$ cat src/hdl/clg_pkg.sv
// Purpose: shared constants for the comm line attention and bus glue
// Assumes: single 10 MHz clock, synchronous inputs
// Notes:   address fields, strobe timing and encodings live here
package clg_pkg;
   // host side
   localparam int SW_BITS        = 6;
   localparam int LINE_BITS      = 4;
   // local address decode
   localparam logic [15:0] CTRL_PAGE      = 16'hff80;
   localparam logic [3:0]  ATN_IO_OP      = 4'hc;
   localparam logic [3:0]  ATN_IO_REG     = 4'h1;
   localparam logic [3:0]  ATN_LOW_GRP0   = 4'h7;
   localparam logic [3:0]  ATN_LOW_GRP1   = 4'h9;
   localparam logic [3:0]  ACK_FUNC_CODE  = 4'h8;
   localparam logic [3:0]  CODE_NONE      = 4'h0;
   // translator timing
   localparam int CLK_NS         = 100;
   localparam int STROBE_NS      = 200;
   localparam int STROBE_CYC     = (STROBE_NS + CLK_NS - 1) / CLK_NS;
   localparam logic [1:0] STROBE_CNT = 2'(STROBE_CYC - 1);
   typedef enum logic [2:0] {
      CLG_IDLE,
      CLG_ADDR,
      CLG_GAP,
      CLG_DATA,
      CLG_DONE
   } clg_state_t;
endpackage

$ cat src/hdl/clg_attn_encoder.sv
// Purpose: sixteen-bit attention priority encoder
// Assumes: bit 0 is line 0 receive, bit 15 line 7 transmit
// Notes:   combinational; code is the request index, any_out flags a request
`timescale 1ns/1ns
`default_nettype none
module clg_attn_encoder
   import clg_pkg::*;
(
   input  wire logic [15:0] pending_in,
   output logic      [3:0]  code_out,
   output logic             any_out
);
   // lowest index wins, scanning from the high end downwards
   always_comb
   begin
      code_out = CODE_NONE;
      for (int i = 15; i >= 0; i--)
      begin
         if (pending_in[i])
         begin
            code_out = 4'(i);
         end
      end
      any_out = |pending_in;
   end
endmodule // clg_attn_encoder
`default_nettype wire

$ cat src/hdl/clg_bus_xlate.sv
// Purpose: microprocessor cycle to multiplexed address/data strobes
// Assumes: request held high until done pulse
// Notes:   address phase then data phase, each STROBE_CYC cycles long
`timescale 1ns/1ns
`default_nettype none
module clg_bus_xlate
   import clg_pkg::*;
(
   input  wire logic       mclk_in,
   input  wire logic       reset_in,
   input  wire logic       req_in,
   output logic            as_n_out,
   output logic            ds_n_out,
   output logic            sel_addr_out,
   output logic            done_out
);
   clg_state_t state;
   clg_state_t next_state;
   logic [1:0] cnt;
   logic [1:0] next_cnt;

   // sequencer: gap phase lets address settle before data turnaround
   always_comb
   begin
      next_state = state;
      next_cnt = cnt;
      case (state)
         CLG_IDLE:
         begin
            if (req_in)
            begin
               next_state = CLG_ADDR;
               next_cnt = STROBE_CNT;
            end
         end
         CLG_ADDR:
         begin
            if (cnt == 2'h0)
               next_state = CLG_GAP;
            else
               next_cnt = cnt - 2'h1;
         end
         CLG_GAP:
         begin
            next_state = CLG_DATA;
            next_cnt = STROBE_CNT;
         end
         CLG_DATA:
         begin
            if (cnt == 2'h0)
               next_state = CLG_DONE;
            else
               next_cnt = cnt - 2'h1;
         end
         CLG_DONE:
         begin
            if (!req_in)
               next_state = CLG_IDLE;
         end
         default:
            next_state = CLG_IDLE;
      endcase
   end

   always_ff @(posedge mclk_in or posedge reset_in)
   begin
      if (reset_in)
      begin
         state <= CLG_IDLE;
         cnt <= 2'h0;
         as_n_out <= 1'b1;
         ds_n_out <= 1'b1;
         sel_addr_out <= 1'b1;
         done_out <= 1'b0;
      end
      else
      begin
         state <= next_state;
         cnt <= next_cnt;
         as_n_out <= !(next_state == CLG_ADDR);
         ds_n_out <= !(next_state == CLG_DATA);
         sel_addr_out <= (next_state == CLG_ADDR) || (next_state == CLG_IDLE);
         done_out <= (next_state == CLG_DONE) && (state == CLG_DATA);
      end
   end
endmodule // clg_bus_xlate
`default_nettype wire

$ cat src/hdl/clg_top.sv
// Purpose: comm section glue: host line recognition, attention priority,
//          controller decode, bus translation and interrupt chaining
// Assumes: all inputs synchronous to mclk_in; controllers are outside
// Notes:   controller chain and vector nibble come from the controllers
// Contract
// - match six upper host bits with switch
// - address pulse with match sets addressed flag
// - latch four low host bits as line
// - controller registers at page ff80, fields decoded
// - one of four controller enables by bits 7:6
// - mux address bits 7:1 or data onto bus
// - address strobe low, then data strobe low
// - read phase returns controller data or vector
// - controller interrupts presented at level three
// - channel events request microprocessor interrupt
// - vector low nibble names channel and cause
// - daisy chain, controller zero highest priority
// - only highest chain member answers acknowledge
// - write sets or clears one attention bit
// - attention addresses c1, line nibble, 7 or 9
// - encoder code and common attention output
// - line 0 receive highest, one at a time
// - host acknowledge freezes code in latch
// - frozen code to host and vector low nibble
// - ring and dsr readable on input ports
// - modem inputs forceable inactive by switches
`timescale 1ns/1ns
`default_nettype none
module clg_top
   import clg_pkg::*;
(
   input  wire logic                 mclk_in,
   input  wire logic                 reset_in,
   // host io bus side
   input  wire logic [15:0]          host_io_bus_in,
   input  wire logic                 host_address_pulse_in,
   input  wire logic [SW_BITS-1:0]   switch_line_code_in,
   input  wire logic                 host_interrupt_ack_n_in,
   output logic                      section_addressed_out,
   output logic [LINE_BITS-1:0]      latched_line_select_out,
   output logic                      comm_attention_n_out,
   output logic [3:0]                returned_device_addr_low_out,
   // local microprocessor side
   input  wire logic [15:0]          local_addr_in,
   input  wire logic [7:0]           local_data_bus_in,
   input  wire logic                 local_strobe_in,
   input  wire logic                 local_write_in,
   output logic [7:0]                local_data_bus_out,
   output logic                      local_data_oe_out,
   output logic                      local_ready_out,
   output logic [7:0]                ack_vector_out,
   // controllers side
   output logic [3:0]                controller_enables_out,
   output logic                      periph_address_strobe_n_out,
   output logic                      periph_data_strobe_n_out,
   output logic                      addr_data_select_out,
   output logic                      addr_data_select_n_out,
   output logic [7:0]                shared_periph_bus_out,
   output logic                      shared_periph_bus_oe_out,
   input  wire logic [7:0]           shared_periph_bus_in,
   input  wire logic                 shared_int_request_n_in,
   input  wire logic                 local_int_ack_in,
   output logic                      shared_int_acknowledge_n_out,
   output logic [2:0]                local_irq_level_out,
   // modem status
   input  wire logic [7:0]           ring_in,
   input  wire logic [7:0]           dsr_in,
   input  wire logic [7:0]           dcd_in,
   input  wire logic [7:0]           cts_in,
   input  wire logic [3:0]           modem_disable_sw_in,
   output logic [7:0]                ring_status_out,
   output logic [7:0]                dsr_status_out,
   output logic [7:0]                dcd_to_ctrl_out,
   output logic [7:0]                cts_to_ctrl_out
);
   localparam logic [2:0] IRQ_LEVEL = 3'h3;

   logic        line_address_match;
   logic        pulse_d;
   logic        next_addressed;
   logic [3:0]  next_line;
   logic [15:0] attn;
   logic [15:0] next_attn;
   logic [3:0]  priority_code;
   logic        any_attn;
   logic [3:0]  ack_code;
   logic [3:0]  next_ack_code;
   logic        ack_d;
   logic        ack_latch_clock;
   logic        ctrl_sel;
   logic        attn_sel;
   logic [2:0]  attn_bit;
   logic        xl_req;
   logic        xl_as_n;
   logic        xl_ds_n;
   logic        xl_sel;
   logic        xl_done;
   logic        busy;
   logic        next_busy;

   // host word match against the line-address switch
   assign line_address_match =
      (host_io_bus_in[15:10] == switch_line_code_in);

   // leading edge of the address pulse, host side latch
   always_comb
   begin
      next_addressed = section_addressed_out;
      next_line = latched_line_select_out;
      if (host_address_pulse_in && !pulse_d)
      begin
         next_addressed = line_address_match;
         next_line = host_io_bus_in[3:0];
      end
   end

   always_ff @(posedge mclk_in or posedge reset_in)
   begin
      if (reset_in)
      begin
         pulse_d <= 1'b0;
         section_addressed_out <= 1'b0;
         latched_line_select_out <= 4'h0;
      end
      else
      begin
         pulse_d <= host_address_pulse_in;
         section_addressed_out <= next_addressed;
         latched_line_select_out <= next_line;
      end
   end

   // local address decode; bit 0 must be one for controller access
   assign ctrl_sel = local_strobe_in && (local_addr_in[15:8] == CTRL_PAGE[15:8])
                     && local_addr_in[0];
   assign attn_sel = local_strobe_in && local_write_in
                     && (local_addr_in[15:12] == ATN_IO_OP)
                     && (local_addr_in[11:8] == ATN_IO_REG)
                     && !local_addr_in[7]
                     && ((local_addr_in[3:0] == ATN_LOW_GRP0)
                         || (local_addr_in[3:0] == ATN_LOW_GRP1));
   // bit index: group selects upper half, bits 6:4 the latch cell
   assign attn_bit = local_addr_in[6:4];

   // attention latches: held until microcode writes zero
   always_comb
   begin
      next_attn = attn;
      if (attn_sel && !busy)
      begin
         next_attn[{local_addr_in[3] , attn_bit}] = local_data_bus_in[0];
      end
   end

   clg_attn_encoder u_enc
   (
      .pending_in (attn),
      .code_out   (priority_code),
      .any_out    (any_attn)
   );

   // host acknowledge edge freezes the current code
   assign ack_latch_clock = !host_interrupt_ack_n_in && ack_d;
   always_comb
   begin
      next_ack_code = ack_code;
      if (ack_latch_clock)
         next_ack_code = priority_code;
   end

   always_ff @(posedge mclk_in or posedge reset_in)
   begin
      if (reset_in)
      begin
         attn <= 16'h0000;
         ack_d <= 1'b1;
         ack_code <= CODE_NONE;
         comm_attention_n_out <= 1'b1;
         returned_device_addr_low_out <= 4'h0;
         ack_vector_out <= 8'h00;
      end
      else
      begin
         attn <= next_attn;
         ack_d <= host_interrupt_ack_n_in;
         ack_code <= next_ack_code;
         comm_attention_n_out <= !any_attn;
         returned_device_addr_low_out <= next_ack_code;
         ack_vector_out <= {ACK_FUNC_CODE, next_ack_code};
      end
   end

   // translator runs one controller cycle per local strobe
   assign xl_req = ctrl_sel;
   clg_bus_xlate u_xl
   (
      .mclk_in      (mclk_in),
      .reset_in     (reset_in),
      .req_in       (xl_req),
      .as_n_out     (xl_as_n),
      .ds_n_out     (xl_ds_n),
      .sel_addr_out (xl_sel),
      .done_out     (xl_done)
   );

   // busy blocks a second attention write in one long strobe
   always_comb
   begin
      next_busy = busy;
      if (!local_strobe_in)
         next_busy = 1'b0;
      else if (attn_sel)
         next_busy = 1'b1;
   end

   // controller side registers; all outputs from flops
   always_ff @(posedge mclk_in or posedge reset_in)
   begin
      if (reset_in)
      begin
         busy <= 1'b0;
         controller_enables_out <= 4'h0;
         periph_address_strobe_n_out <= 1'b1;
         periph_data_strobe_n_out <= 1'b1;
         addr_data_select_out <= 1'b1;
         addr_data_select_n_out <= 1'b0;
         shared_periph_bus_out <= 8'h00;
         shared_periph_bus_oe_out <= 1'b0;
         local_data_bus_out <= 8'h00;
         local_data_oe_out <= 1'b0;
         local_ready_out <= 1'b0;
         shared_int_acknowledge_n_out <= 1'b1;
         local_irq_level_out <= 3'h0;
      end
      else
      begin
         busy <= next_busy;
         controller_enables_out <= (ctrl_sel || local_int_ack_in)
            ? 4'(4'h1 << local_addr_in[7:6]) : 4'h0;
         periph_address_strobe_n_out <= xl_as_n;
         periph_data_strobe_n_out <= xl_ds_n;
         addr_data_select_out <= xl_sel;
         addr_data_select_n_out <= !xl_sel;
         // address bits 7:1 in phase one, data byte in write data phase
         shared_periph_bus_out <= xl_sel ? {1'b0, local_addr_in[7:1]}
                                         : local_data_bus_in;
         shared_periph_bus_oe_out <= ctrl_sel && (xl_sel || local_write_in);
         // read phase or acknowledge passes controller byte back
         if ((!xl_ds_n && !local_write_in) || local_int_ack_in)
            local_data_bus_out <= shared_periph_bus_in;
         else if (ack_latch_clock)
            local_data_bus_out <= {ACK_FUNC_CODE, priority_code};
         local_data_oe_out <= ((!xl_ds_n && !local_write_in) || local_int_ack_in);
         local_ready_out <= xl_done || (attn_sel && !busy);
         // chain priority lives in the controllers; one shared line here
         shared_int_acknowledge_n_out <= !local_int_ack_in;
         local_irq_level_out <= shared_int_request_n_in ? 3'h0 : IRQ_LEVEL;
      end
   end

   // modem status gated by disable switches, ring and dsr for polling
   always_ff @(posedge mclk_in or posedge reset_in)
   begin
      if (reset_in)
      begin
         ring_status_out <= 8'h00;
         dsr_status_out <= 8'h00;
         dcd_to_ctrl_out <= 8'h00;
         cts_to_ctrl_out <= 8'h00;
      end
      else
      begin
         dsr_status_out <= modem_disable_sw_in[0] ? 8'h00 : dsr_in;
         dcd_to_ctrl_out <= modem_disable_sw_in[1] ? 8'h00 : dcd_in;
         cts_to_ctrl_out <= modem_disable_sw_in[2] ? 8'h00 : cts_in;
         ring_status_out <= modem_disable_sw_in[3] ? 8'h00 : ring_in;
      end
   end
endmodule // clg_top
`default_nettype wire
$ cat config.mk
export PLATFORM = sky130hd
export DESIGN_NAME = clg_top
export DESIGN_NICKNAME = d
export VERILOG_FILES = /design/src/hdl/clg_pkg.sv /design/src/hdl/clg_attn_encoder.sv /design/src/hdl/clg_bus_xlate.sv /design/src/hdl/clg_top.sv
export SDC_FILE = /design/constraint.sdc
export NUM_CORES = 1
export LEC_CHECK = 0
export BUFFER_PORTS_ARGS = -buffer_cell sky130_fd_sc_hd__buf_2
export CAP_MARGIN = 20
export CELL_PAD_IN_SITES_DETAIL_PLACEMENT = 0
export CELL_PAD_IN_SITES_GLOBAL_PLACEMENT = 1
export CORE_MARGIN = 8
export CORE_UTILIZATION = 40
export CTS_BUF_LIST = sky130_fd_sc_hd__clkbuf_4
export CTS_CLUSTER_SIZE = 24
export DETAILED_ROUTE_END_ITERATION = 8
export PLACE_DENSITY_LB_ADDON = 0.1
export SYNTH_ARGS = -nofsm -noshare
export SYNTH_HDL_FRONTEND = slang
export SYNTH_HIERARCHICAL = 1
export SYNTH_SLANG_ARGS = --single-unit
$ cat constraint.sdc
create_clock -name mclk_in -period 4.9 [get_ports mclk_in]
set_input_delay 0.98 -clock mclk_in [delete_from_list [all_inputs] [get_ports mclk_in]]
set_output_delay 0.98 -clock mclk_in [all_outputs]
set_load 0.01 [all_outputs]
# [Word-level counts from Yosys, hierarchy flattened]
# Index checks and enable logic that the tools add are counted.
[op_classes] n_reduce_logical=39 order_cmp=2 n_addsub=1 n_shift=1 n_eq_ne=16 muxes=39
[op_table] cell="two-way mux 4 bit" count=18
[op_table] cell="two-way mux 8 bit" count=7
[op_table] cell="bitwise mux 16 bit" count=1
[op_table] cell="OR reduction 16 bit" count=1
[op_table] cell="one-hot mux 3 bit (5 select lines)" count=1
[op_table] cell="logical AND 1 bit" count=14
[op_table] cell="two-way mux 3 bit" count=4
[op_table] cell="logical NOT 1 bit" count=11
[op_table] cell="equality test 3 x 2 -> 1 bit, second input constant" count=3
[op_table] cell="equality test 4 bit, second input constant" count=2
[op_table] cell="equality test 8 bit, second input constant" count=1
[op_table] cell="equality test 3 x 1 -> 1 bit, second input constant" count=2
[op_table] cell="equality test 3 bit, second input constant" count=2
[op_table] cell="equality test 6 bit" count=1
[op_table] cell="logical NOT 3 bit" count=2
[op_table] cell="logical OR 1 bit" count=6
[op_table] cell="two-way mux 2 bit" count=3
[op_table] cell="one-hot mux 2 bit (3 select lines)" count=1
[op_table] cell="< comparator 4 x 5 -> 1 bit, second input constant" count=1
[op_table] cell="demux 1 bit (select 4 bit)" count=1
[op_table] cell="equality test 4 x 1 -> 1 bit, second input constant" count=1
[op_table] cell="equality test 4 x 3 -> 1 bit, second input constant" count=1
[op_table] cell=">= comparator 4 x 1 -> 1 bit, second input constant" count=1
[op_table] cell="!= test 2 bit, second input constant" count=2
[op_table] cell="9 further kinds" count=11
[totals] out_inout_bits=81 wordCells=129 ff_bits=105 inputBits=98

# [Longest topological paths before layout]
[depth] depth_word=18 ltp_mapped=6 mapped_depth_nobuf=6

# [Cells and area by module]
# The synthesis kept the hierarchy.
[by_module_without_submodules] mod="clg_top" seq_area_each_um2=2284.7 cells_per_inst=264 area_per_inst_um2=3532.1 n_inst=1
[by_module_without_submodules] mod="clg_bus_xlate" seq_area_each_um2=229.0 cells_per_inst=36 area_per_inst_um2=397.9 n_inst=1
[by_module_without_submodules] mod="clg_attn_encoder" seq_area_each_um2=0.0 cells_per_inst=34 area_per_inst_um2=176.4 n_inst=1

# [Worst setup path after synthesis]
# Ideal clock, no wire load.
[synth_path] kind="input port to flip-flop" from="input port local_addr_in[10]" to="register attn[13]" setup_time_ns=0.127 setup_slack_ns=2.352 required_time_ns=4.773 path_stages=5 n_path_buf=1 t_arrival_ns=2.420 path_cell_list="or4b_4 -> nor4_4 -> buf_6 -> nand4_1 -> mux2_1"
[synth_via] elab_chain_cells=5
[synth_lines] element="start: declaration" line="clg_top.sv:44" text="input wire logic [15:0] local_addr_in,"
[synth_lines] element="equality test 4 x 1 -> 1 bit" line="clg_top.sv:138" text="&& (local_addr_in[11:8] == ATN_IO_REG)"
[synth_lines] element="logical AND 1 bit" line="clg_top.sv:138"
[synth_lines] element="logical AND 1 bit" line="clg_top.sv:139" text="&& !local_addr_in[7]"
[synth_lines] element="logical AND 1 bit" line="clg_top.sv:140" text="&& ((local_addr_in[3:0] == ATN_LOW_GRP0)"
[synth_lines] element="logical AND 1 bit" line="clg_top.sv:149" text="if (attn_sel && !busy)"
[synth_lines] element="end signal: assignment" line="clg_top.sv:184" text="attn <= next_attn;"
[synth_lines] element="end: declaration" line="clg_top.sv:82" text="logic [15:0] attn;"
# Every way passes these cells.
# A chain may end at the register's enable or synchronous reset.

# [Final worst setup path]
[layout_path] from="input port local_addr_in[10]" to="register attn[14]"
# The elaborated chain is that of the path after synthesis.

==> impl_metrics.env <==
export IMPL_setup_ws_ps=2300
export IMPL_power_density_nw_per_um2=338
export IMPL_fillers=976
export IMPL_die_w_um=117
export IMPL_ios=179
export IMPL_max_cap_violations=0
export IMPL_arrival_ps=2930
export IMPL_finalHoldViolCount=0
export IMPL_synth_area_um2=4110
export IMPL_highest_layer="met4"
export IMPL_drcViolationCount=0
export IMPL_worstHoldPathType="flip-flop to flip-flop"
export IMPL_cts_hold_buf=0
export IMPL_path_cells="buf_2 > or4b_4 > nor4_4 > nand4_1 > mux2_1"
export IMPL_power_leakage_nw=2.68
export IMPL_netlist_top_cells_count="dfrtp_1, nor2b_1, mux2_2"
export IMPL_place_gp_congestion=0.801
export IMPL_grt_overflow_total=0
export IMPL_synth_flop_cell="dfrtp_1"
export IMPL_wl_met2_um=5000
export IMPL_start_kind="input pin"
export IMPL_critPathMaxStageDelay_ps=700
export IMPL_dp_cells=622
export IMPL_drt_iter0_drc=112
export IMPL_synth_seq_area_share=0.612
export IMPL_instances_no_fill=639
export IMPL_reg2reg_depth=2
export IMPL_clk_latency_ps=440
export IMPL_setup_violations=0
export IMPL_rows=37
export IMPL_root_buffer="clkbuf_4"
export IMPL_r2r_slack_ps=3340
export IMPL_critical_path_buf_inv_count=1
export IMPL_ir_drop_v=0.000302
export IMPL_dieArea_um2=13800
export IMPL_cts_resized=0
export IMPL_cts_tree="yes"
export IMPL_antenna_found_initial=0
export IMPL_synth_area_top_cells="dfrtp_1, mux2_2, dfstp_2"
export IMPL_async_reset_ff_frac=1.00
export IMPL_layout_nets=597
export IMPL_synthCells=334
export IMPL_critPathMaxFanout=18
export IMPL_period_minus_slack_ps=2600
export IMPL_synth_top_area_frac=0.555
export IMPL_grt_pass1_wl_um=16200
export IMPL_fin_worst_skew_ps=15.5
export IMPL_holdPathStages=0
export IMPL_place_ws_ps=1850
export IMPL_end_kind="flip-flop"
export IMPL_crit_cells=5
export IMPL_tightest_slew_ps=1050
export IMPL_core_um2=10100
export IMPL_hold_path_end="periph_address_strobe_n_out"
export IMPL_finalWirelength_um=9780
export IMPL_drive_above_1_share=0.449
export IMPL_wl_met1_um=3860
export IMPL_cts_buffers=9
export IMPL_diodes=0
export IMPL_setup_tns_ps=0
export IMPL_yosysUniqueCellTypes=50
export IMPL_cp_required_ps=5230
export IMPL_rsz0062_at_grt="false"
export IMPL_yosysWarnings=6
export IMPL_reg2reg_to="local_data_bus_out[1]"
export IMPL_port_buffers=168
export IMPL_critPathSlowestCell="nor4_4"
export IMPL_vias=3015
export IMPL_hold_start="u_xl/as_n_out"
export IMPL_initial_utilization=0.405
export IMPL_status="finished clean"
export IMPL_post_cts_buffers=0
export IMPL_period_share=0.530
export IMPL_grt_usage=0.145
export IMPL_die_height_um=117
export IMPL_ant_nets=0
export IMPL_hpwl_um=7490
export IMPL_slew_headroom=0.292
export IMPL_grt_pass1_vias=3205
export IMPL_yosysTopAreaCell="dfrtp_1"
export IMPL_ys_seq_elements=100
export IMPL_max_clock_freq_mhz=385
export IMPL_drt_vias_per_instance=4.72
export IMPL_r2r_start="u_xl/ds_n_out"
export IMPL_firstDrtPassIters=4
export IMPL_clkTransAtPathRegs_ps=150
export IMPL_grt_start_max_net_pins=62
export IMPL_dr_wl_met3_um=778
export IMPL_htree_levels=3
export IMPL_synth_edf_count=0
export IMPL_cpLargestDelayFamily="simple AND/OR/NAND/NOR gates"
export IMPL_maxSlewViolCount=0
export IMPL_synth_most_common_cell="dfrtp_1"
export IMPL_postSynthAreaPerCell_um2=12.3
export IMPL_wl_per_cell_um=15.3
export IMPL_critPathKind="input pin to flip-flop"
export IMPL_syn_to_final_growth_pct=25.3
export IMPL_cts_buffer_depth=2
export IMPL_cts_sinks=100
-- logic make-up (layout without fill, tap and decap cells) --
family                   after synthesis  count (layout)  synth area share
AO/OA/AOI/OAI                         33              33            0.0500
XOR/XNOR                               6               6            0.0128
adder cells (fa/ha/maj)                1               1           0.00305
buffers and inverters                 34             200            0.0436
flip-flops                           100             100             0.612
multiplexers                          35              35            0.0948
other                                  2               5           0.00183
AND/OR/NAND/NOR                      123             123             0.182
-- cell type report --
type                            instances  area (um^2)  share of cell area
Inverter                               14         53.8              0.0105
Clock buffer                           10         75.1              0.0146
Tap cell                              136          170              0.0331
Clock inverter                          6         31.3             0.00608
Timing Repair Buffer                  170          876               0.170
Multi-Input combinational cell        203         1430               0.277
Sequential cell                       100         2510               0.489
-- power breakdown --
group	switching (W)	total [W]	internal (W)
Clock	0.000262	0.000367	0.000105
Combinational	0.000194	0.000368	0.000174
Sequential	0.0000624	0.00100	0.000942
-- sequential cells by signal, indices dropped and copies added, names as in the netlist, 2 cells and up --
name,count
ack_code,3
ack_vector_out,2
attn,16
controller_enables_out,4
cts_to_ctrl_out,8
dcd_to_ctrl_out,8
dsr_status_out,8
latched_line_select_out,4
local_data_bus_out,8
ring_status_out,8
shared_periph_bus_out,8
u_xl/cnt,2
u_xl/state,3
-- worst register-to-register path, stage by stage, from the launching register on --
cell and delay, ps:
dfstp_2 390, o21ai_1 800, o21ai_0 220
-- routing by layer --
layer  vias up  GRT usage
met3        14     0.0537
met2        93      0.243
met1      1444      0.163
met4         0     0.0616
met5         -          0
li1       1464          -
-- layout by cell type (no fill, tap or decap), drive strengths merged, types with 2 or more instances in the layout --
cell type,netlist,final
conb,2,5
nor4,4,4
nor3,10,10
and3b,2,2
a21oi,7,7
o21ai,11,11
and4,3,3
o22ai,3,3
nand4b,8,8
nand4,9,9
nand2,20,20
nor2b,36,36
nor3b,4,4
inv,14,13
a31oi,2,2
dfstp,9,9
mux2,31,31
nand3,3,3
clkinv,0,5
xnor2,6,6
clkinvlp,0,2
clkbuf,7,10
nor2,15,15
nand2b,5,5
dfrtp,91,91
mux2i,4,4
buf,13,170
-- worst max path at each step --
stage / end / start
CTS: attn[14] / local_addr_in[10]
global placement: attn[14] / local_addr_in[10]
detailed placement: attn[14] / local_addr_in[10]
floorplan: ack_code[0] / reset_in
finish: attn[14] / local_addr_in[10]
global route: attn[12] / local_addr_in[10]
-- per-stage QoR --
step	hold slack [ps]	area [um^2]	power, W	utilization
2_1_floorplan	345	4120	0.00123	-
3_3_place_gp	351	5010	0.00138	0.494
3_5_place_dp	350	5010	0.00139	0.494
4_1_cts	367	5120	0.00177	0.505
5_1_grt	372	5140	0.00185	0.507
6_report	357	5140	0.00174	0.507
(Power assumes the default switching activity.)
